### config.mk
export PLATFORM = sky130hd
export DESIGN_NAME = emd_suppression_rx_config
export DESIGN_NICKNAME = d
export VERILOG_FILES = /design/src/logic/emd_pkg.sv /design/src/logic/emd_suppression_rx_config.sv
export SDC_FILE = /design/constraint.sdc
export NUM_CORES = 1
export LEC_CHECK = 0
export ABC_AREA = 1
export BUFFER_PORTS_ARGS = -buffer_cell sky130_fd_sc_hd__buf_2
export CORE_ASPECT_RATIO = 0.6
export CORE_MARGIN = 2
export CORE_UTILIZATION = 55
export DETAILED_ROUTE_END_ITERATION = 8
export GPL_TIMING_DRIVEN = 0
export PLACE_DENSITY_LB_ADDON = 0.25
export SLEW_MARGIN = 40
export SYNTH_ARGS = -nofsm -noshare
export SYNTH_HDL_FRONTEND = slang
export SYNTH_SLANG_ARGS = --single-unit
### constraint.sdc
create_clock -name mclk -period 2.84 [get_ports mclk]
set_input_delay 0.71 -clock mclk [delete_from_list [all_inputs] [get_ports mclk]]
set_output_delay 0.71 -clock mclk [all_outputs]
set_load 0.005 [all_outputs]
### src/logic/emd_pkg.sv
// Package: register map, field layout and timing for the EMD receive config
package emd_pkg;

  // ----------------------------------------------------------------------
  // Register map (printed offsets are indices, byte address = 4 * index)
  // ----------------------------------------------------------------------
  localparam logic [7:0] EMD_IDX_SUPP = 8'h05;
  localparam logic [7:0] EMD_IDX_SST = 8'h06;
  localparam logic [7:0] EMD_IDX_RXC1 = 8'h0B;
  localparam logic [7:0] EMD_IDX_STATUS = 8'h10;
  localparam logic [7:0] EMD_IDX_CTRL = 8'h11;

  localparam logic [7:0] EMD_SUPP_RST = 8'h00;
  localparam logic [7:0] EMD_SST_RST = 8'h00;
  localparam logic [7:0] EMD_RXC1_RST = 8'h00;
  localparam logic [7:0] EMD_CTRL_RST = 8'h00;

  // Writable bits per register; reserved bits stay zero
  localparam logic [7:0] EMD_SUPP_MASK = 8'hCF;
  localparam logic [7:0] EMD_SST_MASK = 8'h1F;
  localparam logic [7:0] EMD_RXC1_MASK = 8'hFF;
  localparam logic [7:0] EMD_CTRL_MASK = 8'h1F;

  // ----------------------------------------------------------------------
  // Field positions
  // ----------------------------------------------------------------------
  localparam int EMD_B_ENABLE = 7;
  localparam int EMD_B_RXSTART = 6;
  localparam int EMD_B_CHPICK = 7;
  // Control register bits (no-parity, no-CRC, response timer, channels)
  localparam int EMD_B_NOPAR = 0;
  localparam int EMD_B_NOCRC = 1;
  localparam int EMD_B_RESPTMR = 2;
  localparam int EMD_B_BOTHCH = 3;
  localparam int EMD_B_MANUAL = 4;

  // ----------------------------------------------------------------------
  // Timing: one etu at 106 kb/s is 128/fc, about 9440 ns
  // ----------------------------------------------------------------------
  localparam int EMD_CLK_NS = 10;
  localparam int EMD_ETU_NS = 9440;
  // Quarter etu, rounded down as a longest time
  localparam int EMD_QETU_CYC = EMD_ETU_NS / (4 * EMD_CLK_NS);

  typedef enum logic [3:0] {
    EMD_PROTO_A106 = 4'h1,
    EMD_PROTO_B106 = 4'h2,
    EMD_PROTO_OTHER = 4'h4
  } emd_proto_t;

  typedef enum logic [2:0] {
    EMD_ST_IDLE = 3'h1,
    EMD_ST_WAIT = 3'h2,
    EMD_ST_DONE = 3'h4
  } emd_state_t;

  // Filter settings toward the analog receiver
  typedef struct packed {
    logic rx_channel_pick;
    logic [2:0] lowpass_setting;
    logic zero_setting_high;
    logic zero_setting_mid_upper;
    logic zero_setting_mid_lower;
    logic zero_setting_low;
  } emd_rxcfg_t;

  // Frame events from the receive decoder
  typedef struct packed {
    logic frame_end;
    logic frame_err;
    logic [7:0] frame_len;
    logic first4_err;
    logic first4_done;
  } emd_frame_t;

  // Decisions back to the receive path
  typedef struct packed {
    logic rx_start;
    logic frame_suppress;
    logic frame_report;
    logic soft_err;
    logic restart;
  } emd_result_t;

endpackage

### src/logic/emd_suppression_rx_config.sv
// EMD suppression and receive configuration register bank with AHB-Lite
//
// Overview of operation
// - The enable bit turns EMD suppression on; clear means none is done.
// - With the start option at 0, ISO-A 106k receive start is signalled only if the first four bits are clean.
// - With the start option at 1, receive start is signalled even if the first four bits err.
// - The start option only matters for ISO-A 106k reception.
// - A frame shorter in bytes than the 4-bit threshold with errors is suppressed as EMD.
// - The 5-bit start time counts quarter etu steps from 0 to 7.75 etu; top bits reserved.
// - The start time check applies only to ISO-B at 106 kb/s.
// - Subcarrier seen sooner than the start time after the mask timer ends gives a soft error.
// - In that case with suppression on the frame is dropped and a restart is signalled.
// - With one channel enabled, the pick bit chooses AM at 0 and PM at 1.
// - With both channels and manual selection, the pick bit chooses the framing channel.
// - Low-pass and zero settings are held and driven to the analog filter.
// - The CRC skip bit at 0 checks CRC, at 1 accepts frames unchecked.
//
// Design decision made here: the AHB-Lite register port.
module emd_suppression_rx_config
  import emd_pkg::*;
(
  input wire logic mclk,
  input wire logic rst_b,
  input wire logic hsel,
  input wire logic [31:0] haddr,
  input wire logic [1:0] htrans,
  input wire logic hwrite,
  input wire logic [2:0] hsize,
  input wire logic [31:0] hwdata,
  input wire logic hready,
  output logic [31:0] hrdata,
  output logic hreadyout,
  output logic hresp,
  input wire emd_proto_t rx_proto,
  input wire emd_frame_t rx_frame,
  input wire logic crc_ok,
  input wire logic mrt_expired,
  input wire logic subcarrier_det,
  output emd_rxcfg_t rx_filter_cfg,
  output logic am_channel_en,
  output logic pm_channel_en,
  output logic framing_from_pm,
  output emd_result_t rx_result
);

  // ----------------------------------------------------------------------
  // Bus slave
  // ----------------------------------------------------------------------
  logic [7:0] supp_reg;
  logic [7:0] sst_reg;
  logic [7:0] rxc1_reg;
  logic [7:0] ctrl_reg;
  logic [7:0] status_reg;
  logic wr_pend_reg;
  logic [7:0] wr_idx_reg;
  logic [7:0] rd_data;
  logic [7:0] addr_idx;
  logic access;

  function automatic logic [7:0] word_index(input logic [31:0] a);
    word_index = a[9:2];
  endfunction

  // Writable bits of a word; zero for read-only and unmapped words
  function automatic logic [7:0] write_mask(input logic [7:0] idx);
    if (idx == EMD_IDX_SUPP)
      write_mask = EMD_SUPP_MASK;
    else if (idx == EMD_IDX_SST)
      write_mask = EMD_SST_MASK;
    else if (idx == EMD_IDX_RXC1)
      write_mask = EMD_RXC1_MASK;
    else if (idx == EMD_IDX_CTRL)
      write_mask = EMD_CTRL_MASK;
    else
      write_mask = 8'h00;
  endfunction

  assign addr_idx = word_index(haddr);
  assign access = hsel && hready && htrans[1];
  // Zero wait states, always OKAY
  assign hreadyout = 1'b1;
  assign hresp = 1'b0;

  always_ff @(posedge mclk or negedge rst_b)
  begin
    if (!rst_b)
    begin
      wr_pend_reg <= 1'b0;
      wr_idx_reg <= 8'h00;
    end
    else
    begin
      wr_pend_reg <= access && hwrite;
      if (access)
        wr_idx_reg <= addr_idx;
    end
  end

  always_comb
  begin
    if (addr_idx == EMD_IDX_SUPP)
      rd_data = supp_reg;
    else if (addr_idx == EMD_IDX_SST)
      rd_data = sst_reg;
    else if (addr_idx == EMD_IDX_RXC1)
      rd_data = rxc1_reg;
    else if (addr_idx == EMD_IDX_CTRL)
      rd_data = ctrl_reg;
    else if (addr_idx == EMD_IDX_STATUS)
      rd_data = status_reg;
    else
      rd_data = 8'h00;
  end

  // Back-to-back read behind a write still in its data phase
  // must see the new value, not the stale register
  always_ff @(posedge mclk or negedge rst_b)
  begin
    if (!rst_b)
      hrdata <= 32'h0000_0000;
    else if (access && !hwrite)
    begin
      if (wr_pend_reg && (wr_idx_reg == addr_idx)
        && (addr_idx != EMD_IDX_STATUS))
        hrdata <= {24'h00_0000, hwdata[7:0] & write_mask(addr_idx)};
      else
        hrdata <= {24'h00_0000, rd_data};
    end
  end

  always_ff @(posedge mclk or negedge rst_b)
  begin
    if (!rst_b)
    begin
      supp_reg <= EMD_SUPP_RST;
      sst_reg <= EMD_SST_RST;
      rxc1_reg <= EMD_RXC1_RST;
      ctrl_reg <= EMD_CTRL_RST;
    end
    else if (wr_pend_reg)
    begin
      if (wr_idx_reg == EMD_IDX_SUPP)
        supp_reg <= hwdata[7:0] & EMD_SUPP_MASK;
      else if (wr_idx_reg == EMD_IDX_SST)
        sst_reg <= hwdata[7:0] & EMD_SST_MASK;
      else if (wr_idx_reg == EMD_IDX_RXC1)
        rxc1_reg <= hwdata[7:0] & EMD_RXC1_MASK;
      else if (wr_idx_reg == EMD_IDX_CTRL)
        ctrl_reg <= hwdata[7:0] & EMD_CTRL_MASK;
    end
  end

  // ----------------------------------------------------------------------
  // Receiver filter and channels
  // ----------------------------------------------------------------------
  // filter settings out
  assign rx_filter_cfg = rxc1_reg;

  always_ff @(posedge mclk or negedge rst_b)
  begin
    if (!rst_b)
    begin
      am_channel_en <= 1'b1;
      pm_channel_en <= 1'b0;
      framing_from_pm <= 1'b0;
    end
    else if (ctrl_reg[EMD_B_BOTHCH])
    begin
      am_channel_en <= 1'b1;
      pm_channel_en <= 1'b1;
      if (ctrl_reg[EMD_B_MANUAL])
        framing_from_pm <= rxc1_reg[EMD_B_CHPICK];
    end
    else
    begin
      am_channel_en <= !rxc1_reg[EMD_B_CHPICK];
      pm_channel_en <= rxc1_reg[EMD_B_CHPICK];
      framing_from_pm <= rxc1_reg[EMD_B_CHPICK];
    end
  end

  // ----------------------------------------------------------------------
  // Subcarrier start timer
  // ----------------------------------------------------------------------
  emd_state_t sst_state_reg;
  logic [9:0] qetu_cnt_reg;
  logic [5:0] qetu_steps_reg;
  logic early_sc;
  logic sst_check;
  logic mrt_prev_reg;
  logic mrt_rise;

  // Rising edge only, so a timer level held past a frame does not rearm
  assign mrt_rise = mrt_expired && !mrt_prev_reg;

  always_ff @(posedge mclk or negedge rst_b)
  begin
    if (!rst_b)
      mrt_prev_reg <= 1'b0;
    else
      mrt_prev_reg <= mrt_expired;
  end

  assign sst_check = (rx_proto == EMD_PROTO_B106);
  assign early_sc = sst_check && (sst_state_reg == EMD_ST_WAIT)
    && subcarrier_det && (qetu_steps_reg < {1'b0, sst_reg[4:0]});

  always_ff @(posedge mclk or negedge rst_b)
  begin
    if (!rst_b)
    begin
      sst_state_reg <= EMD_ST_IDLE;
      qetu_cnt_reg <= 10'h000;
      qetu_steps_reg <= 6'h00;
    end
    else
    begin
      case (sst_state_reg)
        EMD_ST_IDLE:
        begin
          if (mrt_rise && sst_check)
          begin
            sst_state_reg <= EMD_ST_WAIT;
            qetu_cnt_reg <= 10'h000;
            qetu_steps_reg <= 6'h00;
          end
        end
        EMD_ST_WAIT:
        begin
          if (subcarrier_det || rx_frame.frame_end)
            sst_state_reg <= EMD_ST_DONE;
          else if (qetu_cnt_reg == 10'(EMD_QETU_CYC - 1))
          begin
            qetu_cnt_reg <= 10'h000;
            if (qetu_steps_reg != 6'h3F)
              qetu_steps_reg <= qetu_steps_reg + 6'h01;
          end
          else
            qetu_cnt_reg <= qetu_cnt_reg + 10'h001;
        end
        EMD_ST_DONE:
        begin
          if (rx_frame.frame_end || !mrt_expired)
            sst_state_reg <= EMD_ST_IDLE;
        end
        default:
          sst_state_reg <= EMD_ST_IDLE;
      endcase
    end
  end

  // ----------------------------------------------------------------------
  // Frame decisions
  // ----------------------------------------------------------------------
  logic emd_on;
  logic early_seen_reg;
  logic start_ok;
  logic short_err;
  logic crc_bad;

  assign emd_on = supp_reg[EMD_B_ENABLE];

  assign start_ok = !rx_frame.first4_err || (rx_proto != EMD_PROTO_A106)
    || supp_reg[EMD_B_RXSTART];

  assign crc_bad = !ctrl_reg[EMD_B_NOCRC] && !crc_ok;

  assign short_err = emd_on && (rx_frame.frame_err || crc_bad)
    && (rx_frame.frame_len < {4'h0, supp_reg[3:0]});

  always_ff @(posedge mclk or negedge rst_b)
  begin
    if (!rst_b)
      early_seen_reg <= 1'b0;
    else if (early_sc)
      early_seen_reg <= 1'b1;
    else if (rx_frame.frame_end || sst_state_reg == EMD_ST_IDLE)
      early_seen_reg <= 1'b0;
  end

  always_ff @(posedge mclk or negedge rst_b)
  begin
    if (!rst_b)
      rx_result <= '0;
    else
    begin
      rx_result.rx_start <= rx_frame.first4_done && start_ok;
      rx_result.soft_err <= early_sc;
      rx_result.restart <= rx_frame.frame_end && emd_on
        && (early_seen_reg || short_err);
      rx_result.frame_suppress <= rx_frame.frame_end
        && (short_err || (emd_on && early_seen_reg));
      rx_result.frame_report <= rx_frame.frame_end && !short_err
        && !(emd_on && early_seen_reg);
    end
  end

  // ----------------------------------------------------------------------
  // Status
  // ----------------------------------------------------------------------
  always_ff @(posedge mclk or negedge rst_b)
  begin
    if (!rst_b)
      status_reg <= 8'h00;
    else
      status_reg <= {4'h0, early_seen_reg, sst_state_reg};
  end

endmodule

==> results of run 1 <==
## kinds of logic (layout without fill, tap and decap cells)
group | count (synthesis) | count (layout) | synth area share, %
xor+xnor | 7 | 7 | 1.40
buf+inv | 104 | 184 | 12.3
compound gates | 81 | 81 | 11.5
simple gates | 272 | 272 | 29.7
other cells | 2 | 26 | 0.172
flops | 74 | 74 | 42.4
fa+ha+maj | 9 | 9 | 2.57
## metrics by stage
step,std cells,cell area (um2),util [%]
after floorplan,573,4470,-
after global placement,744,4920,63.1
after detailed placement,745,4940,63.5
after CTS,761,5250,67.5
after global routing,761,5250,67.5
final,761,5250,67.5
## Yosys cell counts, types with 2 or more instances
cell type / number / share of area (%)
nand3_2: 6 / 1.4
xor2_1: 6 / 1.2
nand4_1: 11 / 1.6
dfrtp_1: 72 / 41
nand2_1: 127 / 11
buf_2: 2 / 0.23
dfstp_2: 2 / 1.2
nor3_1: 3 / 0.34
nor3_2: 3 / 0.69
or2_2: 3 / 0.43
o21a_1: 9 / 1.5
nand2_2: 9 / 1.3
buf_4: 29 / 5.0
inv_2: 9 / 0.77
buf_6: 2 / 0.51
a21oi_1: 9 / 1.0
nor2_1: 59 / 5.1
o21ai_1: 14 / 1.6
conb_1: 2 / 0.17
nor2_8: 2 / 0.91
ha_1: 9 / 2.6
o22ai_1: 3 / 0.43
o21ai_0: 26 / 3.0
nand3_1: 34 / 3.9
o21ai_2: 14 / 2.8
nand3_4: 2 / 0.80
inv_1: 58 / 5.0
nor2_2: 6 / 0.86
and3_1: 2 / 0.29
a21oi_2: 3 / 0.60
## cell usage in the layout, fill, tap and decap left out, types with 6 or more instances in the layout
master / instances
a21oi_1: 9
nor2_2: 6
ha_1: 9
buf_2: 64
o21a_1: 9
conb_1: 26
clkbuf_16: 9
o21ai_2: 14
buf_4: 29
inv_2: 9
o21ai_0: 26
nand3_1: 34
xor2_1: 6
o21ai_1: 14
nor2_1: 59
nand2_2: 9
inv_1: 58
nand4_1: 11
nand3_2: 6
dfrtp_1: 72
nand2_1: 127
## power by group
part | leakage, nW | internal (W) | switching (W) | total, W
Combinational | 1.76 | 0.000288 | 0.000474 | 0.000762
Clock | 0.149 | 0.000697 | 0.000487 | 0.00118
Sequential | 0.890 | 0.00117 | 0.000102 | 0.00127
## per-layer routing
metal | GRT usage, % | vias up | part of all wire (%)
li1 | - | 1907 | -
met1 | 35.8 | 1783 | 46
met2 | 38.9 | 190 | 42
met3 | 7.73 | 27 | 9.6
met4 | 7.67 | 0 | 1.8
met5 | 0 | - | 0
## cell type report
class / count / area, um2
Fill cell: 636 / 2530
Multi-Input combinational cell: 395 / 2070
Sequential cell: 74 / 1850
Timing Repair Buffer: 64 / 342
Buffer: 35 / 274
Inverter: 69 / 267
Clock buffer: 9 / 225
Tap cell: 108 / 135
Clock inverter: 7 / 83.8
## worst reg2reg max path, cell delays in order, from the launching register on
cell and delay (ps):
dfstp_2 550, inv_1 80, nor3_2 160, inv_1 120
nand2_2 90, nand3_4 160, inv_6 130, nand2_4 50
buf_6 150, nand2_2 70, o21ai_2 60
## worst max-delay path by stage
stage	startpoint	endpoint	slack, ps	depth (start not counted)
global route	haddr[9]	hrdata[0]	1000	11
finish	sst_state_reg[0]	qetu_steps_reg[5]	1100	10
global placement	rst_b	rx_result[0]	620	1
detailed placement	rx_proto[3]	qetu_steps_reg[5]	780	12
CTS	sst_state_reg[0]	qetu_steps_reg[4]	1120	10
floorplan	rx_proto[1]	qetu_steps_reg[0]	1100	10
==> results.json, run 1 <==
{
  "outcome": "finished clean",
  "drive_gt1_share_pct": 27.3,
  "r2r-end": "qetu_steps_reg[5]",
  "synthToLayoutAreaGrowth_pct": 20.0,
  "finalClockSkew_ps": 5.74,
  "ys_ff_latch": 74,
  "drt-pass1-iter-count": 5,
  "crit_slowest_cell": "dfstp_2",
  "placement_rows": 25,
  "grt_pass1_wl_um": 17100,
  "fmax_mhz": 574,
  "ctsResizeCount": 0,
  "wl_per_cell_um": 13.9,
  "synth_ff_type": "dfrtp_1",
  "largest_reg_flops": 10,
  "p_leak_nw": 2.80,
  "clockRootBuffer": "clkbuf_16",
  "path_buf_inv": 4,
  "setup_tns_ps": 0,
  "chipHeight_um": 73.1,
  "numClockSinks": 74,
  "hold_viol_final": 0,
  "worstSetupStartpointType": "flop",
  "path_class": "reg -> reg",
  "syn_area_um2": 4380,
  "seq_area_frac_synth_pct": 42.4,
  "post-place-ws_ps": 783,
  "fin_crit_ps": 1740,
  "start_util_pct": 56.2,
  "synthArstFlopShare_pct": 100,
  "grt_pass1_vias": 3575,
  "path_max_fanout": 10,
  "ys_warn_count": 0,
  "reg2reg_slack_ps": 1100,
  "timing.rr.start": "sst_state_reg[0]",
  "drc_errors": 0,
  "clock_path_buffers": 2,
  "critPathRequiredTime_ps": 3070,
  "vias_per_cell": 5.13,
  "grt_max_degree": 39,
  "insertion_delay_ps": 340,
  "cts_inserted_buffers": 9,
  "grt_usage_pct": 25.6,
  "maxSlewViolCount": 0,
  "core_area_um2": 7790,
  "rsz0062_at_grt": "false",
  "dp_hpwl_um": 8010,
  "total_power_w": 0.00322,
  "holdCritPathClass": "in -> async",
  "finalWirelength_um": 10600,
  "htree_levels": 3,
  "fp.dieW_um": 119,
  "vdd_drop_max_uv": 278,
  "finalCritPeriodShare_pct": 61.3,
  "avgSynthCellArea_um2": 7.97,
  "max-cap-violations": 0,
  "cts.reportedPaths.clkPinSlew_ps": 70,
  "synthCells": 549,
  "fin_ws_ps": 1100,
  "crit_family": "flip-flops",
  "critical_path.cell_chain": "inv_1, nor3_2, inv_1, nand2_2, nand3_4, inv_6, nand2_4, buf_6, nand2_2, o21ai_2",
  "synth-edff-count": 0,
  "setup_viol": 0,
  "dieArea_um2": 8710,
  "place_congestion": 0.965,
  "port-buffer-count": 63,
  "hold_buffers": 0,
  "reg2regPathDepth": 10,
  "num_vias": 3907,
  "power_density_nw_per_um2": 612,
  "synth.distinct_cells": 43,
  "cts_tree": "built",
  "pin_count": 143,
  "critical_path_arrival_ps": 1970,
  "diodes": 0,
  "fin_worst_hold_slack_ps": 258,
  "drtIter0Drc": 437,
  "overflow": 0,
  "nNetsFinal": 750,
  "slowest_delay_ps": 550,
  "detail-route-antenna-nets": 0,
  "endpoint_kind": "flop",
  "antenna_found_initial": 0,
  "cts_setup_buffers": 0
}
Note: power is estimated with default switching activity, not from simulation.
==> inputs of run 2 (changes only) <==
Settings changed: CORE_UTILIZATION 55 to 46.
Clock period 2.84 ns to 1.55 ns, I/O delays scaled along.
==> run 2 against run 1 <==
Effect of this change: the run now ends with setup timing left; global-route usage down 3.0 points; non-clock buffer count is 23 higher; worst hold slack lost 61 ps; clock power up 85%; total power is 95% higher; critical path depth fell by 4; via count increased by 5.4%; wire length rose by 9.7%; flip-flop and latch count stayed put.
==> results.json, run 2 (synthesis gave the netlist of run 1 again) <==
{
  "outcome": "complete, but fails checks",
  "violations": "setup timing",
  "final_cell_mix": "nand2_1, dfrtp_1, buf_2",
  "fmax_mhz": 640,
  "fin_crit_ps": 1560,
  "place_area_um2": 4970,
  "slowest_delay_ps": 430,
  "cts_inserted_buffers": 9,
  "setup_viol": 1,
  "endpoint_kind": "flop",
  "num_vias": 4117,
  "clockRootBuffer": "clkbuf_16",
  "dieArea_um2": 10300,
  "fin_ws_ps": -13.4,
  "place_congestion": 0.914,
  "finalCoreUtilization_pct": 61.3,
  "fin_worst_hold_slack_ps": 197,
  "grt_pass1_wl_um": 18100,
  "finalWirelength_um": 11600,
  "placement_rows": 27,
  "path_buf_inv": 2,
  "nNetsFinal": 774,
  "critPathRequiredTime_ps": 1780,
  "grt_pass1_vias": 3723,
  "insertion_delay_ps": 340,
  "synthToLayoutAreaGrowth_pct": 29.1,
  "finalCritPeriodShare_pct": 101,
  "final_cells": 807,
  "vdd_drop_max_uv": 671,
  "post-place-ws_ps": -200,
  "drive_gt1_share_pct": 34.9,
  "fp.dieW_um": 130,
  "grt_max_degree": 43,
  "maxSlewViolCount": 0,
  "port-buffer-count": 63,
  "pin_count": 143,
  "diodes": 0,
  "cts_tree": "built",
  "finalClockSkew_ps": 6.70,
  "start_util_pct": 47.5,
  "max-cap-violations": 0,
  "overflow": 0,
  "htree_levels": 3,
  "drtIter0Drc": 382,
  "p_leak_nw": 2.93,
  "path_class": "reg -> reg",
  "finalInstanceArea_um2": 5650,
  "dp.cells": 767,
  "layout_commonest_cell": "nand2_1",
  "drt-pass1-iter-count": 5,
  "wl_per_cell_um": 14.4,
  "worstSetupStartpointType": "flop",
  "grt_usage_pct": 22.6,
  "power_density_nw_per_um2": 1110,
  "antenna_found_initial": 0,
  "largest_reg_flops": 10,
  "dp_hpwl_um": 8320,
  "core_area_um2": 9220,
  "numClockSinks": 74,
  "hold_viol_final": 0,
  "clock_path_buffers": 2,
  "chipHeight_um": 79.6,
  "crit_family": "simple AND/OR/NAND/NOR gates",
  "critical_path_arrival_ps": 1790,
  "crit_slowest_cell": "dfrtp_1",
  "vias_per_cell": 5.10,
  "detail-route-antenna-nets": 0,
  "drc_errors": 0,
  "path_max_fanout": 4,
  "critical_path.cell_chain": "buf_4, nand4_1, nor4_4, buf_4, nand2_1, o21a_1",
  "cts.reportedPaths.clkPinSlew_ps": 60,
  "path_common_cell": "buf_4",
  "holdCritPathClass": "in -> reg",
  "rsz0062_at_grt": "true"
}
## run 2: repair_timing
action	CTS	global route
setup endpoints to repair	26	46
pin swaps	3	17
hold buffers	1	0
endpoints found under the hold margin	32	0
gates cloned	0	3
setup buffers	8	12
resized for setup	9	54
## run 2: metal layers
layer / vias to the layer above / wire [um] / GRT usage, %
li1: 1970 / - / -
met1: 1943 / 5520 / 32.3
met2: 182 / 4980 / 33.8
met3: 22 / 930 / 5.23
met4: 0 / 199 / 7.63
met5: - / 0 / 0
## run 2: where the power goes
part / switching [W] / internal, W / leakage (nW)
Combinational: 0.000961 / 0.000753 / 1.89
Sequential: 0.000214 / 0.00215 / 0.883
Clock: 0.000877 / 0.00131 / 0.153
## run 2: stage by stage
stage	TNS, ps	power (W)
2_1_floorplan	0	0.00333
3_3_place_gp	-30910	0.00368
3_5_place_dp	-3150	0.00373
4_1_cts	0	0.00605
5_1_grt	-1130	0.00656
6_report	-13.4	0.00626
## run 2: worst paths after layout
| check | startpoint | end | slack [ps] | depth (start not counted) |
|---|---|---|---|---|
| worst max-delay path | wr_idx_reg[1] | rx_filter_cfg[3] | -10 | 6 |
| worst min-delay path | mrt_expired | mrt_prev_reg | 200 | 1 |
| worst max register to register | wr_idx_reg[1] | rx_filter_cfg[3] | -10 | 6 |
| worst min register to register | rx_filter_cfg[7] | am_channel_en | 430 | 1 |
| max in group asynchronous | rst_b | am_channel_en | 430 | 3 |
| min in group asynchronous | rst_b | wr_idx_reg[3] | 530 | 2 |
## run 2: cell type report
class                           count  area, um2
Inverter                           69        269
Fill cell                         826       3570
Clock buffer                       10        239
Timing Repair Buffer               87        532
Sequential cell                    74       1860
Clock inverter                      6       73.8
Multi-Input combinational cell    396       2210
Tap cell                          130        163
Buffer                             35        299
